===== config.mk =====
export PLATFORM = sky130hd
export DESIGN_NAME = octal_psram_host
export DESIGN_NICKNAME = d
export VERILOG_FILES = /design/src/common/psram_host_pkg.sv /design/src/logic/octal_psram_host.sv
export VERILOG_INCLUDE_DIRS = /design/src /design/src/common
export SDC_FILE = /design/constraint.sdc
export NUM_CORES = 1
export LEC_CHECK = 0
export ABC_AREA = 1
export BUFFER_PORTS_ARGS = -buffer_cell sky130_fd_sc_hd__buf_4
export CAP_MARGIN = 25
export CELL_PAD_IN_SITES_DETAIL_PLACEMENT = 2
export CELL_PAD_IN_SITES_GLOBAL_PLACEMENT = 2
export CORE_MARGIN = 2
export CORE_UTILIZATION = 35
export CTS_BUF_LIST = sky130_fd_sc_hd__clkbuf_4 sky130_fd_sc_hd__clkbuf_8
export DETAILED_ROUTE_END_ITERATION = 8
export GPL_TIMING_DRIVEN = 0
export PLACE_DENSITY = 0.71
export REMOVE_ABC_BUFFERS = 1
export SLEW_MARGIN = 20
export SYNTH_ARGS = -nofsm -noshare
export SYNTH_HDL_FRONTEND = slang
export SYNTH_SLANG_ARGS = --single-unit

===== constraint.sdc =====
create_clock -name clk -period 2.5 [get_ports clk]
set_input_delay 0.25 -clock clk [delete_from_list [all_inputs] [get_ports clk]]
set_output_delay 0.25 -clock clk [all_outputs]
set_load 0.01 [all_outputs]

===== src/common/psram_host_regs.svh =====
`ifndef PSRAM_HOST_REGS_SVH
`define PSRAM_HOST_REGS_SVH

// ----------------------------------------------------------------------------
// Timing
// ----------------------------------------------------------------------------
`define CLK_PERIOD_NS 25
`define LINK_PERIOD_NS 200
`define HALF_CYC ((`LINK_PERIOD_NS / 2) / `CLK_PERIOD_NS)
`define QTR_CYC (((`HALF_CYC / 2) < 1) ? 1 : (`HALF_CYC / 2))

// ----------------------------------------------------------------------------
// Transaction shape
// ----------------------------------------------------------------------------
`define CMD_HALVES 2
`define ADDR_HALVES 4
`define LATENCY_DEF 6
`define LAT_MULT 2
`define MAX_WORDS_DEF 64
`define RD_SLACK_HALVES 16
`define WR_FIFO_DEPTH 16

`endif


===== src/common/psram_host_pkg.sv =====
`default_nettype none

package psram_host_pkg;

  typedef enum logic [1:0] {
    OP_CMD_ONLY,
    OP_REG_WRITE,
    OP_ARRAY_WRITE,
    OP_READ
  } op_kind_t;

  typedef struct packed {
    op_kind_t kind;
    logic [7:0] opcode;
    logic [31:0] addr;
    logic [15:0] words;
  } req_t;

  typedef struct packed {
    logic [1:0] mask;
    logic [15:0] data;
  } wr_word_t;

endpackage : psram_host_pkg

`default_nettype wire


===== src/logic/octal_psram_host.sv =====
`timescale 1ns/100ps
`default_nettype none
`include "psram_host_regs.svh"

module word_fifo #(
  parameter int WIDTH = 18,
  parameter int DEPTH = `WR_FIFO_DEPTH
) (
  input wire logic clk,
  input wire logic rst_n,
  input wire logic in_valid,
  input wire logic [WIDTH-1:0] in_data,
  output logic in_ready,
  output logic out_valid,
  output logic [WIDTH-1:0] out_data,
  input wire logic out_ready
);
  localparam int AW = (DEPTH > 1) ? $clog2(DEPTH) : 1;
  logic [WIDTH-1:0] mem [DEPTH];
  logic [AW-1:0] wr_ptr_ff, rd_ptr_ff, nxt_wr_ptr, nxt_rd_ptr;
  logic [AW:0] count_ff, nxt_count;
  logic ready_ff, nxt_ready;
  logic push, pop;

  assign push = in_valid && ready_ff;
  assign pop = out_valid && out_ready;
  assign in_ready = ready_ff;
  assign out_valid = (count_ff != '0);
  assign out_data = mem[rd_ptr_ff];

  always_comb begin
    nxt_wr_ptr = wr_ptr_ff;
    nxt_rd_ptr = rd_ptr_ff;
    nxt_count = count_ff;
    if (push) begin
      nxt_wr_ptr = (wr_ptr_ff == AW'(DEPTH - 1)) ? '0 : wr_ptr_ff + 1'b1;
    end
    if (pop) begin
      nxt_rd_ptr = (rd_ptr_ff == AW'(DEPTH - 1)) ? '0 : rd_ptr_ff + 1'b1;
    end
    if (push && !pop) begin
      nxt_count = count_ff + 1'b1;
    end else if (pop && !push) begin
      nxt_count = count_ff - 1'b1;
    end
    nxt_ready = (nxt_count < (AW + 1)'(DEPTH));
  end

  always_ff @(posedge clk) begin
    if (push) begin
      mem[wr_ptr_ff] <= in_data;
    end
  end

  always_ff @(posedge clk or negedge rst_n) begin
    if (!rst_n) begin
      wr_ptr_ff <= '0;
      rd_ptr_ff <= '0;
      count_ff <= '0;
      ready_ff <= 1'b0;
    end else begin
      wr_ptr_ff <= nxt_wr_ptr;
      rd_ptr_ff <= nxt_rd_ptr;
      count_ff <= nxt_count;
      ready_ff <= nxt_ready;
    end
  end
endmodule : word_fifo

module octal_psram_host
  import psram_host_pkg::*;
#(
  parameter int LATENCY = `LATENCY_DEF,
  parameter int MAX_WORDS = `MAX_WORDS_DEF,
  parameter int QCYC = `QTR_CYC,
  parameter int FIFO_DEPTH = `WR_FIFO_DEPTH
) (
  input wire logic clk,
  input wire logic rst_n,
  input wire logic req_valid,
  input wire req_t req,
  output logic req_ready,
  output logic busy,
  input wire logic wr_valid,
  input wire wr_word_t wr_word,
  output logic wr_ready,
  output logic [15:0] rd_word,
  output logic rd_valid,
  output logic refresh_seen,
  output logic rd_timeout,
  output logic select_n,
  output logic link_clock_out,
  output logic dev_reset_n,
  input wire logic [7:0] dq_in,
  output logic [7:0] dq_out,
  output logic dq_oe,
  input wire logic strobe_mask_line_in,
  output logic strobe_mask_line_out,
  output logic strobe_mask_line_oe
);
  // --------------------------------------------------------------------------
  // Constants and state
  // --------------------------------------------------------------------------
  typedef enum logic [2:0] {
    ST_IDLE, ST_SEL, ST_CMD, ST_ADDR, ST_LAT, ST_WDATA, ST_RDATA, ST_FIN
  } state_t;

  localparam int QW = (QCYC > 1) ? $clog2(QCYC) : 1;
  localparam int LAT_HALVES = 2 * `LAT_MULT * LATENCY;
  localparam int EDGE_GAP = 2 * QCYC;

  state_t state_ff, nxt_state;
  req_t req_ff, nxt_req;
  wr_word_t cur_ff, nxt_cur;
  logic [QW-1:0] qcnt_ff, nxt_qcnt;
  logic phase_ff, nxt_phase;
  logic [16:0] halves_ff, nxt_halves;
  logic [15:0] rx_words_ff, nxt_rx_words;
  logic [7:0] rx_hi_ff, nxt_rx_hi;
  logic rx_half_ff, nxt_rx_half;
  logic cs_n_ff, nxt_cs_n, lclk_ff, nxt_lclk;
  logic [7:0] dq_ff, nxt_dq;
  logic dq_oe_ff, nxt_dq_oe, sm_ff, nxt_sm, sm_oe_ff, nxt_sm_oe;
  logic ready_ff, nxt_ready, busy_ff, nxt_busy;
  logic [15:0] rd_word_ff, nxt_rd_word;
  logic rd_valid_ff, nxt_rd_valid, refr_ff, nxt_refr, tmo_ff, nxt_tmo;
  logic sm_filt_ff, nxt_sm_filt, dev_rst_ff;
  logic [2:0] sm_sync_ff;
  logic [7:0] dq_s1_ff, dq_s2_ff, dq_s3_ff;
  logic qtick, rx_evt, rx_done, fifo_valid, fifo_pop, last_half;
  logic [17:0] fifo_data;
  wr_word_t fifo_word;

  assign qtick = (qcnt_ff == QW'(QCYC - 1));
  assign rx_evt = (sm_sync_ff[1] == sm_sync_ff[2]) &&
                  (sm_sync_ff[2] != sm_filt_ff);
  assign rx_done = (rx_words_ff == req_ff.words);
  assign fifo_word = wr_word_t'(fifo_data);

  // --------------------------------------------------------------------------
  // Write data buffer
  // --------------------------------------------------------------------------
  word_fifo #(.WIDTH(18), .DEPTH(FIFO_DEPTH)) wr_buf (
    .clk(clk),
    .rst_n(rst_n),
    .in_valid(wr_valid),
    .in_data(wr_word),
    .in_ready(wr_ready),
    .out_valid(fifo_valid),
    .out_data(fifo_data),
    .out_ready(fifo_pop)
  );

  // --------------------------------------------------------------------------
  // Pin synchronisers
  // --------------------------------------------------------------------------
  always_ff @(posedge clk or negedge rst_n) begin
    if (!rst_n) begin
      sm_sync_ff <= '0;
      dq_s1_ff <= '0;
      dq_s2_ff <= '0;
      dq_s3_ff <= '0;
      dev_rst_ff <= 1'b0;
    end else begin
      sm_sync_ff <= {sm_sync_ff[1:0], strobe_mask_line_in};
      dq_s1_ff <= dq_in;
      dq_s2_ff <= dq_s1_ff;
      dq_s3_ff <= dq_s2_ff;
      dev_rst_ff <= 1'b1;
    end
  end

  // --------------------------------------------------------------------------
  // Transaction sequencer
  // --------------------------------------------------------------------------
  // Each half link period is two quarter ticks: the first launches the
  // byte, the second toggles the clock, so data sits centred on the edge.
  always_comb begin
    nxt_state = state_ff;
    nxt_req = req_ff;
    nxt_cur = cur_ff;
    nxt_qcnt = qtick ? '0 : qcnt_ff + 1'b1;
    nxt_phase = phase_ff;
    nxt_halves = halves_ff;
    nxt_rx_words = rx_words_ff;
    nxt_rx_hi = rx_hi_ff;
    nxt_rx_half = rx_half_ff;
    nxt_cs_n = cs_n_ff;
    nxt_lclk = lclk_ff;
    nxt_dq = dq_ff;
    nxt_dq_oe = dq_oe_ff;
    nxt_sm = sm_ff;
    nxt_sm_oe = sm_oe_ff;
    nxt_ready = ready_ff;
    nxt_busy = busy_ff;
    nxt_rd_word = rd_word_ff;
    nxt_rd_valid = 1'b0;
    nxt_refr = refr_ff;
    nxt_tmo = tmo_ff;
    nxt_sm_filt = (sm_sync_ff[1] == sm_sync_ff[2]) ? sm_sync_ff[2] :
                  sm_filt_ff;
    fifo_pop = 1'b0;
    last_half = 1'b0;
    if (state_ff == ST_RDATA && !sm_oe_ff && rx_evt && !rx_done) begin
      if (!rx_half_ff) begin
        nxt_rx_hi = dq_s3_ff;
        nxt_rx_half = 1'b1;
      end else begin
        nxt_rd_word = {rx_hi_ff, dq_s3_ff};
        nxt_rd_valid = 1'b1;
        nxt_rx_half = 1'b0;
        nxt_rx_words = rx_words_ff + 1'b1;
      end
    end
    case (state_ff)
      ST_IDLE: begin
        nxt_qcnt = '0;
        nxt_ready = 1'b1;
        if (req_valid && ready_ff) begin
          nxt_req = req;
          if (req.kind != OP_CMD_ONLY && req.words == '0) begin
            nxt_req.words = 16'h0001;
          end else if (req.words > 16'(MAX_WORDS)) begin
            nxt_req.words = 16'(MAX_WORDS);
          end
          nxt_state = ST_SEL;
          nxt_cs_n = 1'b0;
          nxt_ready = 1'b0;
          nxt_busy = 1'b1;
          nxt_phase = 1'b0;
          nxt_halves = '0;
          nxt_rx_words = '0;
          nxt_rx_half = 1'b0;
          nxt_tmo = 1'b0;
        end
      end
      default: begin
        if (qtick && !phase_ff) begin
          nxt_phase = 1'b1;
          case (state_ff)
            ST_CMD: begin
              nxt_dq = req_ff.opcode;
              nxt_dq_oe = 1'b1;
            end
            ST_ADDR: begin
              nxt_dq = req_ff.addr[8'(31 - 8 * halves_ff[1:0]) -: 8];
              nxt_dq_oe = 1'b1;
            end
            ST_WDATA: begin
              if (!halves_ff[0]) begin
                if (fifo_valid) begin
                  fifo_pop = 1'b1;
                  nxt_cur = fifo_word;
                  nxt_dq = fifo_word.data[15:8];
                  nxt_sm = fifo_word.mask[1];
                end else begin
                  nxt_phase = 1'b0;
                end
              end else begin
                nxt_dq = cur_ff.data[7:0];
                nxt_sm = cur_ff.mask[0];
              end
              nxt_dq_oe = 1'b1;
              nxt_sm_oe = 1'b1;
            end
            default: begin
              nxt_dq_oe = 1'b0;
              nxt_sm_oe = 1'b0;
            end
          endcase
        end else if (qtick) begin
          nxt_phase = 1'b0;
          nxt_halves = halves_ff + 1'b1;
          nxt_lclk = !lclk_ff;
          case (state_ff)
            ST_SEL: begin
              nxt_lclk = lclk_ff;
              nxt_halves = '0;
              nxt_state = ST_CMD;
            end
            ST_CMD: begin
              if (halves_ff == 17'(`CMD_HALVES - 1)) begin
                nxt_halves = '0;
                nxt_state = (req_ff.kind == OP_CMD_ONLY) ? ST_FIN :
                            ST_ADDR;
              end
            end
            ST_ADDR: begin
              if (halves_ff == 17'(`ADDR_HALVES - 1)) begin
                nxt_halves = '0;
                nxt_refr = sm_filt_ff;
                if (req_ff.kind == OP_REG_WRITE) begin
                  nxt_state = ST_WDATA;
                end else begin
                  nxt_state = ST_LAT;
                end
              end
            end
            ST_LAT: begin
              // The refresh flag does not shorten the wait: doubled always.
              if (halves_ff == 17'(LAT_HALVES - 1)) begin
                nxt_halves = '0;
                nxt_state = (req_ff.kind == OP_READ) ? ST_RDATA :
                            ST_WDATA;
              end
            end
            ST_WDATA: begin
              // Halves count from zero, so the last is twice the words less one.
              last_half = (halves_ff == 17'({req_ff.words, 1'b0} - 1'b1));
              if (last_half) begin
                nxt_state = ST_FIN;
              end
            end
            ST_RDATA: begin
              if (rx_done && !lclk_ff) begin
                nxt_lclk = lclk_ff;
                nxt_state = ST_FIN;
              end else if (halves_ff >= 17'({req_ff.words, 1'b0} +
                           17'(`RD_SLACK_HALVES)) && !lclk_ff) begin
                nxt_lclk = lclk_ff;
                nxt_tmo = 1'b1;
                nxt_state = ST_FIN;
              end
            end
            default: begin
              nxt_lclk = lclk_ff;
              nxt_cs_n = 1'b1;
              nxt_dq_oe = 1'b0;
              nxt_sm_oe = 1'b0;
              nxt_busy = 1'b0;
              nxt_ready = 1'b1;
              nxt_state = ST_IDLE;
            end
          endcase
        end
      end
    endcase
  end

  always_ff @(posedge clk or negedge rst_n) begin
    if (!rst_n) begin
      state_ff <= ST_IDLE;
      req_ff <= '0;
      cur_ff <= '0;
      qcnt_ff <= '0;
      phase_ff <= 1'b0;
      halves_ff <= '0;
      rx_words_ff <= '0;
      rx_hi_ff <= '0;
      rx_half_ff <= 1'b0;
      cs_n_ff <= 1'b1;
      lclk_ff <= 1'b0;
      dq_ff <= '0;
      dq_oe_ff <= 1'b0;
      sm_ff <= 1'b0;
      sm_oe_ff <= 1'b0;
      ready_ff <= 1'b0;
      busy_ff <= 1'b0;
      rd_word_ff <= '0;
      rd_valid_ff <= 1'b0;
      refr_ff <= 1'b0;
      tmo_ff <= 1'b0;
      sm_filt_ff <= 1'b0;
    end else begin
      state_ff <= nxt_state;
      req_ff <= nxt_req;
      cur_ff <= nxt_cur;
      qcnt_ff <= nxt_qcnt;
      phase_ff <= nxt_phase;
      halves_ff <= nxt_halves;
      rx_words_ff <= nxt_rx_words;
      rx_hi_ff <= nxt_rx_hi;
      rx_half_ff <= nxt_rx_half;
      cs_n_ff <= nxt_cs_n;
      lclk_ff <= nxt_lclk;
      dq_ff <= nxt_dq;
      dq_oe_ff <= nxt_dq_oe;
      sm_ff <= nxt_sm;
      sm_oe_ff <= nxt_sm_oe;
      ready_ff <= nxt_ready;
      busy_ff <= nxt_busy;
      rd_word_ff <= nxt_rd_word;
      rd_valid_ff <= nxt_rd_valid;
      refr_ff <= nxt_refr;
      tmo_ff <= nxt_tmo;
      sm_filt_ff <= nxt_sm_filt;
    end
  end

  assign req_ready = ready_ff;
  assign busy = busy_ff;
  assign rd_word = rd_word_ff;
  assign rd_valid = rd_valid_ff;
  assign refresh_seen = refr_ff;
  assign rd_timeout = tmo_ff;
  assign select_n = cs_n_ff;
  assign link_clock_out = lclk_ff;
  assign dev_reset_n = dev_rst_ff;
  assign dq_out = dq_ff;
  assign dq_oe = dq_oe_ff;
  assign strobe_mask_line_out = sm_ff;
  assign strobe_mask_line_oe = sm_oe_ff;

  // --------------------------------------------------------------------------
  // Checks
  // --------------------------------------------------------------------------
  state_t prev_state_ff;
  logic lclk_q_ff;
  logic [15:0] lat_cnt_ff;

  always_ff @(posedge clk or negedge rst_n) begin
    if (!rst_n) begin
      prev_state_ff <= ST_IDLE;
      lclk_q_ff <= 1'b0;
      lat_cnt_ff <= '0;
    end else begin
      prev_state_ff <= state_ff;
      lclk_q_ff <= lclk_ff;
      if (state_ff == ST_IDLE) begin
        lat_cnt_ff <= '0;
      end else if (prev_state_ff == ST_LAT && lclk_ff != lclk_q_ff) begin
        lat_cnt_ff <= lat_cnt_ff + 1'b1;
      end
    end
  end
endmodule : octal_psram_host

`default_nettype wire


==> flow_summary.yaml, run 1 <==
grt:
  grt_max_degree: 86
  grt_pass1_wl_um: 114000
  grt_pass1_vias: 19161
  antenna_found_initial: 6
  grt_overflow: 0
  grtUsageTotal_pct: 23.7
synth:
  syn-cell-area_um2: 21400
  synth-async-reset-ratio_pct: 39.9
  synth-seq-cells: 479
  synth_top_area_share_pct: 40.4
  syn_area_per_cell_um2: 10.1
  synth_flop_cell: "edfxtp_1"
  synth_seq_area_share_pct: 62.8
  synth_largest_area_cell: "edfxtp_1"
  ys_types: 52
  synth-warning-count: 0
  ys_top_cells_by_area: "edfxtp_1 40%, dfrtp_1 22%, nand2_1 7.1%"
  synth-edff-count: 288
  postSynthCellCount: 2113
critical_path:
  crit_required_ns: 3.12
  worstPathArrival_ns: 3.57
  critPathMaxFanout: 3
  startpoint_type: "flop"
  critical_path_class: "flop to flop"
  endpoint_kind: "flop"
  timing.critical_path.mode_cell: "nand3_2"
  critical_path.top_delay_family: "simple AND/OR/NAND/NOR gates"
  crit_chain: "clkinvlp_4, nor3_4, nand3_2, nor3_4, nand3_2, nor2_2, xor2_1, inv_1, ha_1, nand2_1, inv_2, nand3_4, nor2_4, nand4_1, nand3_2, nand2_4, a21oi_4, buf_4, nand3_1, nand2_1"
  slowest_stage: "dfrtp_2"
  cp_num_buf_inv: 4
  critical-path-max-stage-delay_ns: 0.39
power_and_ir_drop:
  vdd_drop_max_v: 0.000528
  total_power_w: 0.0274
  power_density_nw_per_um2: 1010
  leakage_nw: 11.0
sta:
  whs_ns: 0.117
  rsz0062_at_grt: "yes"
  hold_violations: 0
  fin_crit_sh_pct: 118
  fmax_ghz: 0.339
  skew_ns: 0.0368
  drv_slew: 0
  period_needed_ns: 2.95
  max-slew-margin-rel_pct: 50.9
  worst_slack_ns: -0.453
  worst_pin_slew_ns: 0.736
  setup_viol: 5
placement:
  placed_area_um2: 23700
  portBuffers: 124
  numPlacedInstances: 2948
  hpwlAfterDp_um: 45900
  gp_congestion: 0.783
floorplanning:
  die_x_um: 251
  initial_utilization_pct: 35.4
  io_pins: 125
  core_um2: 60400
  dieHeight_um: 251
  fp-row-count: 90
  dieArea_um2: 63100
cts:
  cts.sinks: 479
  cts_tree: "yes"
  htree_num_levels: 3
  clk_pin_slew_ns: 0.06
  numCtsBuffers: 86
  insertion_delay_ns: 0.69
  clk_path_buf_depth: 3
  cts_root_buf: "clkbuf_8"
detailed_routing:
  dr.pass1.iters: 5
  viasPerCell: 5.29
  route.detailed.drc: 0
  drt_wl_total_um: 74300
  antenna_left: 0
  vias: 17128
  first_iter_violations: 907
  wl_per_cell_um: 23.0
finish:
  nNetsFinal: 2501
  stdcell_count: 3237
  drive_above_1_share_pct: 18.6
  design_area_um2: 27000
  postLayoutCoreUtil_pct: 44.8
  fillers: 6264
  area_growth_pct: 26.4
job:
  drv_cap: 0
status:
  violations: "negative setup slack"
  status: "complete, but fails checks"
hold_path:
  hold_class: "input port to flop"
==> final cells by class <==
type                       count  area, um^2  share of cell area [%]
antenna                        5        12.5                  0.0463
timing repair inverter         1        5.00                  0.0185
multi-input combinational   1349        7160                    26.5
timing repair buffer         272        2780                    10.3
tap                          782         978                    3.62
clock buffer                 134        1670                    6.17
inverter                     189         792                    2.93
clock inverter                26         176                   0.652
sequential                   479       13500                    49.8
==> metrics by stage <==
stage / setup slack, ns / TNS (ns)
6_report: -0.453 / -2.00
5_1_grt: -0.678 / -3.29
4_1_cts: -0.572 / -2.73
3_5_place_dp: -1.31 / -52.64
3_3_place_gp: -8.50 / -559.67
2_1_floorplan: -3.33 / -72.73
==> worst reg2reg max path: stages (launching register included) <==
cell	delay [ns]
dfrtp_2	0.39
clkinvlp_4	0.13
nor3_4	0.23
nand3_2	0.15
nor3_4	0.16
nand3_2	0.11
nor2_2	0.13
xor2_1	0.16
inv_1	0.06
ha_1	0.27
nand2_1	0.06
inv_2	0.07
nand3_4	0.08
nor2_4	0.11
nand4_1	0.10
nand3_2	0.11
nand2_4	0.07
a21oi_4	0.20
buf_4	0.15
nand3_1	0.08
nand2_1	0.08
==> layout by cell type, fill, tap and decap left out, types with 16 or more instances in the layout <==
| master | n |
|---|---|
| a21oi_1 | 92 |
| buf_16 | 22 |
| buf_4 | 165 |
| clkbuf_4 | 28 |
| clkbuf_8 | 106 |
| dfrtp_1 | 170 |
| dfrtp_2 | 16 |
| dlygate4sd3_1 | 76 |
| edfxtp_1 | 288 |
| ha_1 | 30 |
| inv_1 | 169 |
| nand2_1 | 398 |
| nand3_1 | 78 |
| nor2_1 | 230 |
| nor2_4 | 24 |
| nor3_1 | 27 |
| o211ai_1 | 20 |
| o21ai_0 | 217 |
| o22ai_1 | 58 |
| xor2_1 | 34 |
==> final timing paths <==
| kind | startpoint | cells past startpoint | to | slack [ns] |
|---|---|---|---|---|
| min in group asynchronous | rst_n | 3 | rx_hi_ff[7]$_DFFE_PN0P_ | 0.16 |
| min reg2reg | dq_s2_ff[0]$_DFF_PN0_ | 0 | dq_s3_ff[0]$_DFF_PN0_ | 0.35 |
| max | req_ff[5]$_DFFE_PN0P_ | 20 | state_ff[1]$_DFFE_PN0P_ | -0.45 |
| min | req[6] | 6 | req_ff[3]$_DFFE_PN0P_ | 0.12 |
| max in group asynchronous | rst_n | 4 | phase_ff$_DFFE_PN0P_ | 1.42 |
| max reg2reg | req_ff[5]$_DFFE_PN0P_ | 20 | state_ff[1]$_DFFE_PN0P_ | -0.45 |
==> synth_stat cells, types with 3 or more instances <==
master      n
nor2_1    254
dfrtp_1   190
o21ai_0   217
nor3b_1     5
a31oi_1     3
nand3_1    83
ha_1       34
xor2_1     34
nand4_1    11
xnor2_1     6
clkinv_1    3
nor2_2      4
clkbuf_1   60
inv_2       7
buf_2      29
nand3b_1    3
o31ai_1     3
a21oi_1    93
a211oi_1   11
o22ai_1    58
nor3_1     28
nand2_1   403
o221ai_1   11
nor3_2      4
buf_1       3
nor4_1      4
mux2_2      8
nand2_2     4
inv_1     178
a21boi_0   14
edfxtp_1  288
mux2i_1    14
o211ai_1   20
==> power by group <==
| part | internal, W | switching, W |
|---|---|---|
| Sequential | 0.00976 | 0.00102 |
| Combinational | 0.00300 | 0.00580 |
| Clock | 0.00430 | 0.00352 |
| Total | 0.0171 | 0.0103 |
==> sequential cells by signal, indices dropped and copies added (netlist names), 3 cells and up <==
| register | count |
|---|---|
| rx_hi_ff | 8 |
| dq_s1_ff | 8 |
| cur_ff | 9 |
| state_ff | 3 |
| req_ff | 58 |
| wr_buf.mem | 288 |
| rx_words_ff | 16 |
| dq_s2_ff | 8 |
| wr_buf.count_ff | 5 |
| rd_word | 16 |
| dq_out | 8 |
| sm_sync_ff | 3 |
| halves_ff | 17 |
| dq_s3_ff | 8 |
| wr_buf.rd_ptr_ff | 4 |
| wr_buf.wr_ptr_ff | 4 |
==> timing repair <==
| action | 4_1_cts | 5_1_grt |
|---|---|---|
| setup buffers | 26 | 18 |
| pin swaps | 10 | 7 |
| cloned | 4 | 0 |
| endpoints found under the setup margin | 108 | 51 |
| resized for setup | 62 | 26 |
| endpoints found under the hold margin | 451 | 0 |
| hold buffers | 77 | 0 |
==> logic make-up after synthesis <==
family	synth area share, %
AOI/OAI and AO/OA	11.6
xor gates and xnor gates	1.64
muxes	1.08
buffers and inverters	5.31
adders and majority gates	1.99
other	0.0175
and+or+nand+nor	15.5
DFF	62.8
==> metal layers <==
layer / track usage [%] / part of all wire, % / up-vias
met2: 41.4 / 51 / 338
li1: - / - / 7778
met4: 8.35 / 2.9 / 2
met1: 29.7 / 43 / 8863
met3: 3.83 / 3.7 / 147
met5: 0 / 0.015 / -
Power figures use the tool's default switching activity.
==> inputs of run 2 (changes only) <==
CORE_UTILIZATION = 37   (was 35)
PLACE_DENSITY = 0.75   (was 0.71)
==> run 2 against run 1 <==
The flow still finishes with violations (negative setup slack). Clock power increased by 2%. Worst setup slack got worse by 0.028 ns. Critical path depth decreased by 2. Sequential cell count unchanged. Critical endpoint is now state_ff[0]$_DFFE_PN0P_. Cell count decreased by 0.31%. Maximum frequency decreased by 0.92%. Largest power group unchanged. Power increased by 3.8%. Clock skew increased by 0.0096 ns. Global-route usage increased by 3.3 points.
==> flow_summary.yaml, run 2 (same netlist as run 1, synthesis figures left out) <==
status:
  status: "complete, but fails checks"
  violations: "negative setup slack"
finish:
  drive_above_1_share_pct: 19.1
  regMostFlops: "wr_buf.mem"
  fillers: 5886
  nNetsFinal: 2510
  postLayoutCoreUtil_pct: 47.4
  layout_common_cells: "395 x nand2_1, 288 x edfxtp_1, 228 x nor2_1"
  area_growth_pct: 27.4
  register_area_um2: 13500
  final_common_cell: "nand2_1"
  largest_reg_flops: 288
  multi_input_area_um2: 7210
  largestRegisters: "wr_buf.mem x288, req_ff x58, halves_ff x17"
  stdcell_count: 3227
  design_area_um2: 27300
hold_path:
  hold_class: "input port to flop"
sta:
  max-slew-margin-rel_pct: 50.4
  period_needed_ns: 2.98
  fmax_ghz: 0.336
  setup_viol: 5
  skew_ns: 0.0464
  hold_violations: 0
  fin_crit_sh_pct: 119
  worst_slack_ns: -0.481
  rsz0062_at_grt: "yes"
  fin_setup_tns_ns: -2.15
  worst_pin_slew_ns: 0.745
  drv_slew: 0
grt:
  grt_pass1_wl_um: 122000
  grt_pass1_vias: 19644
  antenna_found_initial: 4
  grt_overflow: 0
  grt_max_degree: 87
  grtUsageTotal_pct: 27.1
power_and_ir_drop:
  p_int_w: 0.0173
  pwr-share-comb_pct: 33.9
  power_frac_seq_pct: 38.0
  leakage_nw: 11.1
  p_clk_share_pct: 28.1
  power_density_nw_per_um2: 1040
  p_switching_w: 0.0112
  switching_share_pct: 39.3
  vdd_drop_max_v: 0.000573
critical_path:
  slowest_stage: "dfrtp_2"
  crit_chain: "buf_6, ha_4, nand3_4, nor4_4, nand3_2, xor2_2, ha_1, nand2_1, inv_2, nand3_4, nor2_4, nand4_1, nand3_2, nand2_4, a21oi_4, nand2_2, nand2_1, nand2_1"
  cp_num_buf_inv: 2
  critical_path.top_delay_family: "simple AND/OR/NAND/NOR gates"
  critical_path_class: "flop to flop"
  crit_required_ns: 3.08
  critPathMaxFanout: 4
  critical-path-max-stage-delay_ns: 0.43
  timing.critical_path.mode_cell: "nand2_1"
  endpoint_kind: "flop"
  worstPathArrival_ns: 3.56
  startpoint_type: "flop"
placement:
  gp_congestion: 0.794
  numPlacedInstances: 2931
  portBuffers: 124
  hpwlAfterDp_um: 46500
  placed_area_um2: 23700
floorplanning:
  core_um2: 57500
  die_x_um: 244
  dieArea_um2: 59700
  io_pins: 125
  dieHeight_um: 244
  fp-row-count: 88
  initial_utilization_pct: 37.2
cts:
  cts_tree: "yes"
  clk_path_buf_depth: 3
  insertion_delay_ns: 0.71
  clk_pin_slew_ns: 0.07
  cts.sinks: 479
  cts_root_buf: "clkbuf_8"
  htree_num_levels: 3
  numCtsBuffers: 85
detailed_routing:
  wl_per_cell_um: 25.7
  drt_wl_total_um: 82800
  first_iter_violations: 1015
  dr.pass1.iters: 5
  viasPerCell: 5.49
  vias: 17707
  route.detailed.drc: 0
  antenna_left: 0
job:
  drv_cap: 0
run 2: repair_timing:
action | 4_1_cts | 5_1_grt
buffers inserted | 22 | 28
endpoints found under the setup margin | 78 | 63
endpoints found under the hold margin | 466 | 0
hold buffers | 78 | 0
pin swaps | 10 | 22
gates resized for setup | 63 | 51
gates cloned | 4 | 3
run 2: metrics by stage:
| stage | worst slack, ns | hold WS [ns] | total power [W] |
|---|---|---|---|
| 6_report | -0.481 | 0.0983 | 0.0284 |
| 5_1_grt | -0.704 | 0.110 | 0.0298 |
| 4_1_cts | -0.514 | 0.0327 | 0.0274 |
| 3_5_place_dp | -1.19 | 0.146 | 0.0188 |
| 3_3_place_gp | -8.20 | 0.334 | 0.0175 |
| 2_1_floorplan | -3.33 | -0.0456 | 0.0151 |
run 2: tightest hold or removal path, cell delays in order:
cell and delay (ns):
buf_4 0.11, nand2_1 0.18, nand2_1 0.11, nand2_1 0.07
nor2_1 0.04
run 2: path summary, 6_finish.rpt:
kind                                            start                               to  slack, ns  cells after the start
worst max-delay path            req_ff[3]$_DFFE_PN0P_          state_ff[0]$_DFFE_PN0P_      -0.48                     18
worst min-delay path                         wr_valid  wr_buf.wr_ptr_ff[0]$_DFFE_PN0P_        0.1                      5
worst max register to register  req_ff[3]$_DFFE_PN0P_          state_ff[0]$_DFFE_PN0P_      -0.48                     18
worst min register to register  dq_s1_ff[1]$_DFF_PN0_            dq_s2_ff[1]$_DFF_PN0_       0.35                      0
max in group asynchronous                       rst_n         halves_ff[1]$_DFFE_PN0P_       0.85                      5
min in group asynchronous                       rst_n           rd_word[4]$_DFFE_PN0P_       0.54                      3
run 2: layout make-up:
| cell class | instances | area share, % |
|---|---|---|
| clock inverters | 31 | 0.941 |
| inverters | 189 | 2.95 |
| flip-flops and latches | 479 | 49.4 |
| clock buffers | 126 | 5.81 |
| diodes | 5 | 0.0459 |
| multi-input cells | 1348 | 26.5 |
| repair buffers | 282 | 10.8 |
| repair inverters | 2 | 0.0689 |
| well taps | 765 | 3.51 |
run 2: layer usage:
layer / routed length, um / vias to the layer above / share of wire [%] / GRT usage, %
met5: 0 / - / 0 / 0
met4: 2970 / 0 / 3.6 / 10.0
met3: 3820 / 196 / 4.6 / 4.38
met2: 43100 / 535 / 52 / 48.8
met1: 32900 / 9173 / 40 / 32.4
li1: - / 7803 / - / -
run 2: power by group through the flow:
stage | logic [W] | clock network (W) | registers, W
floorplan | 0.00433 | 0 | 0.0108
CTS | 0.00864 | 0.00802 | 0.0108
global placement | 0.00643 | 0 | 0.0111
detailed placement | 0.00785 | 0 | 0.0110
finish | 0.00965 | 0.00798 | 0.0108
global route | 0.0105 | 0.00845 | 0.0109
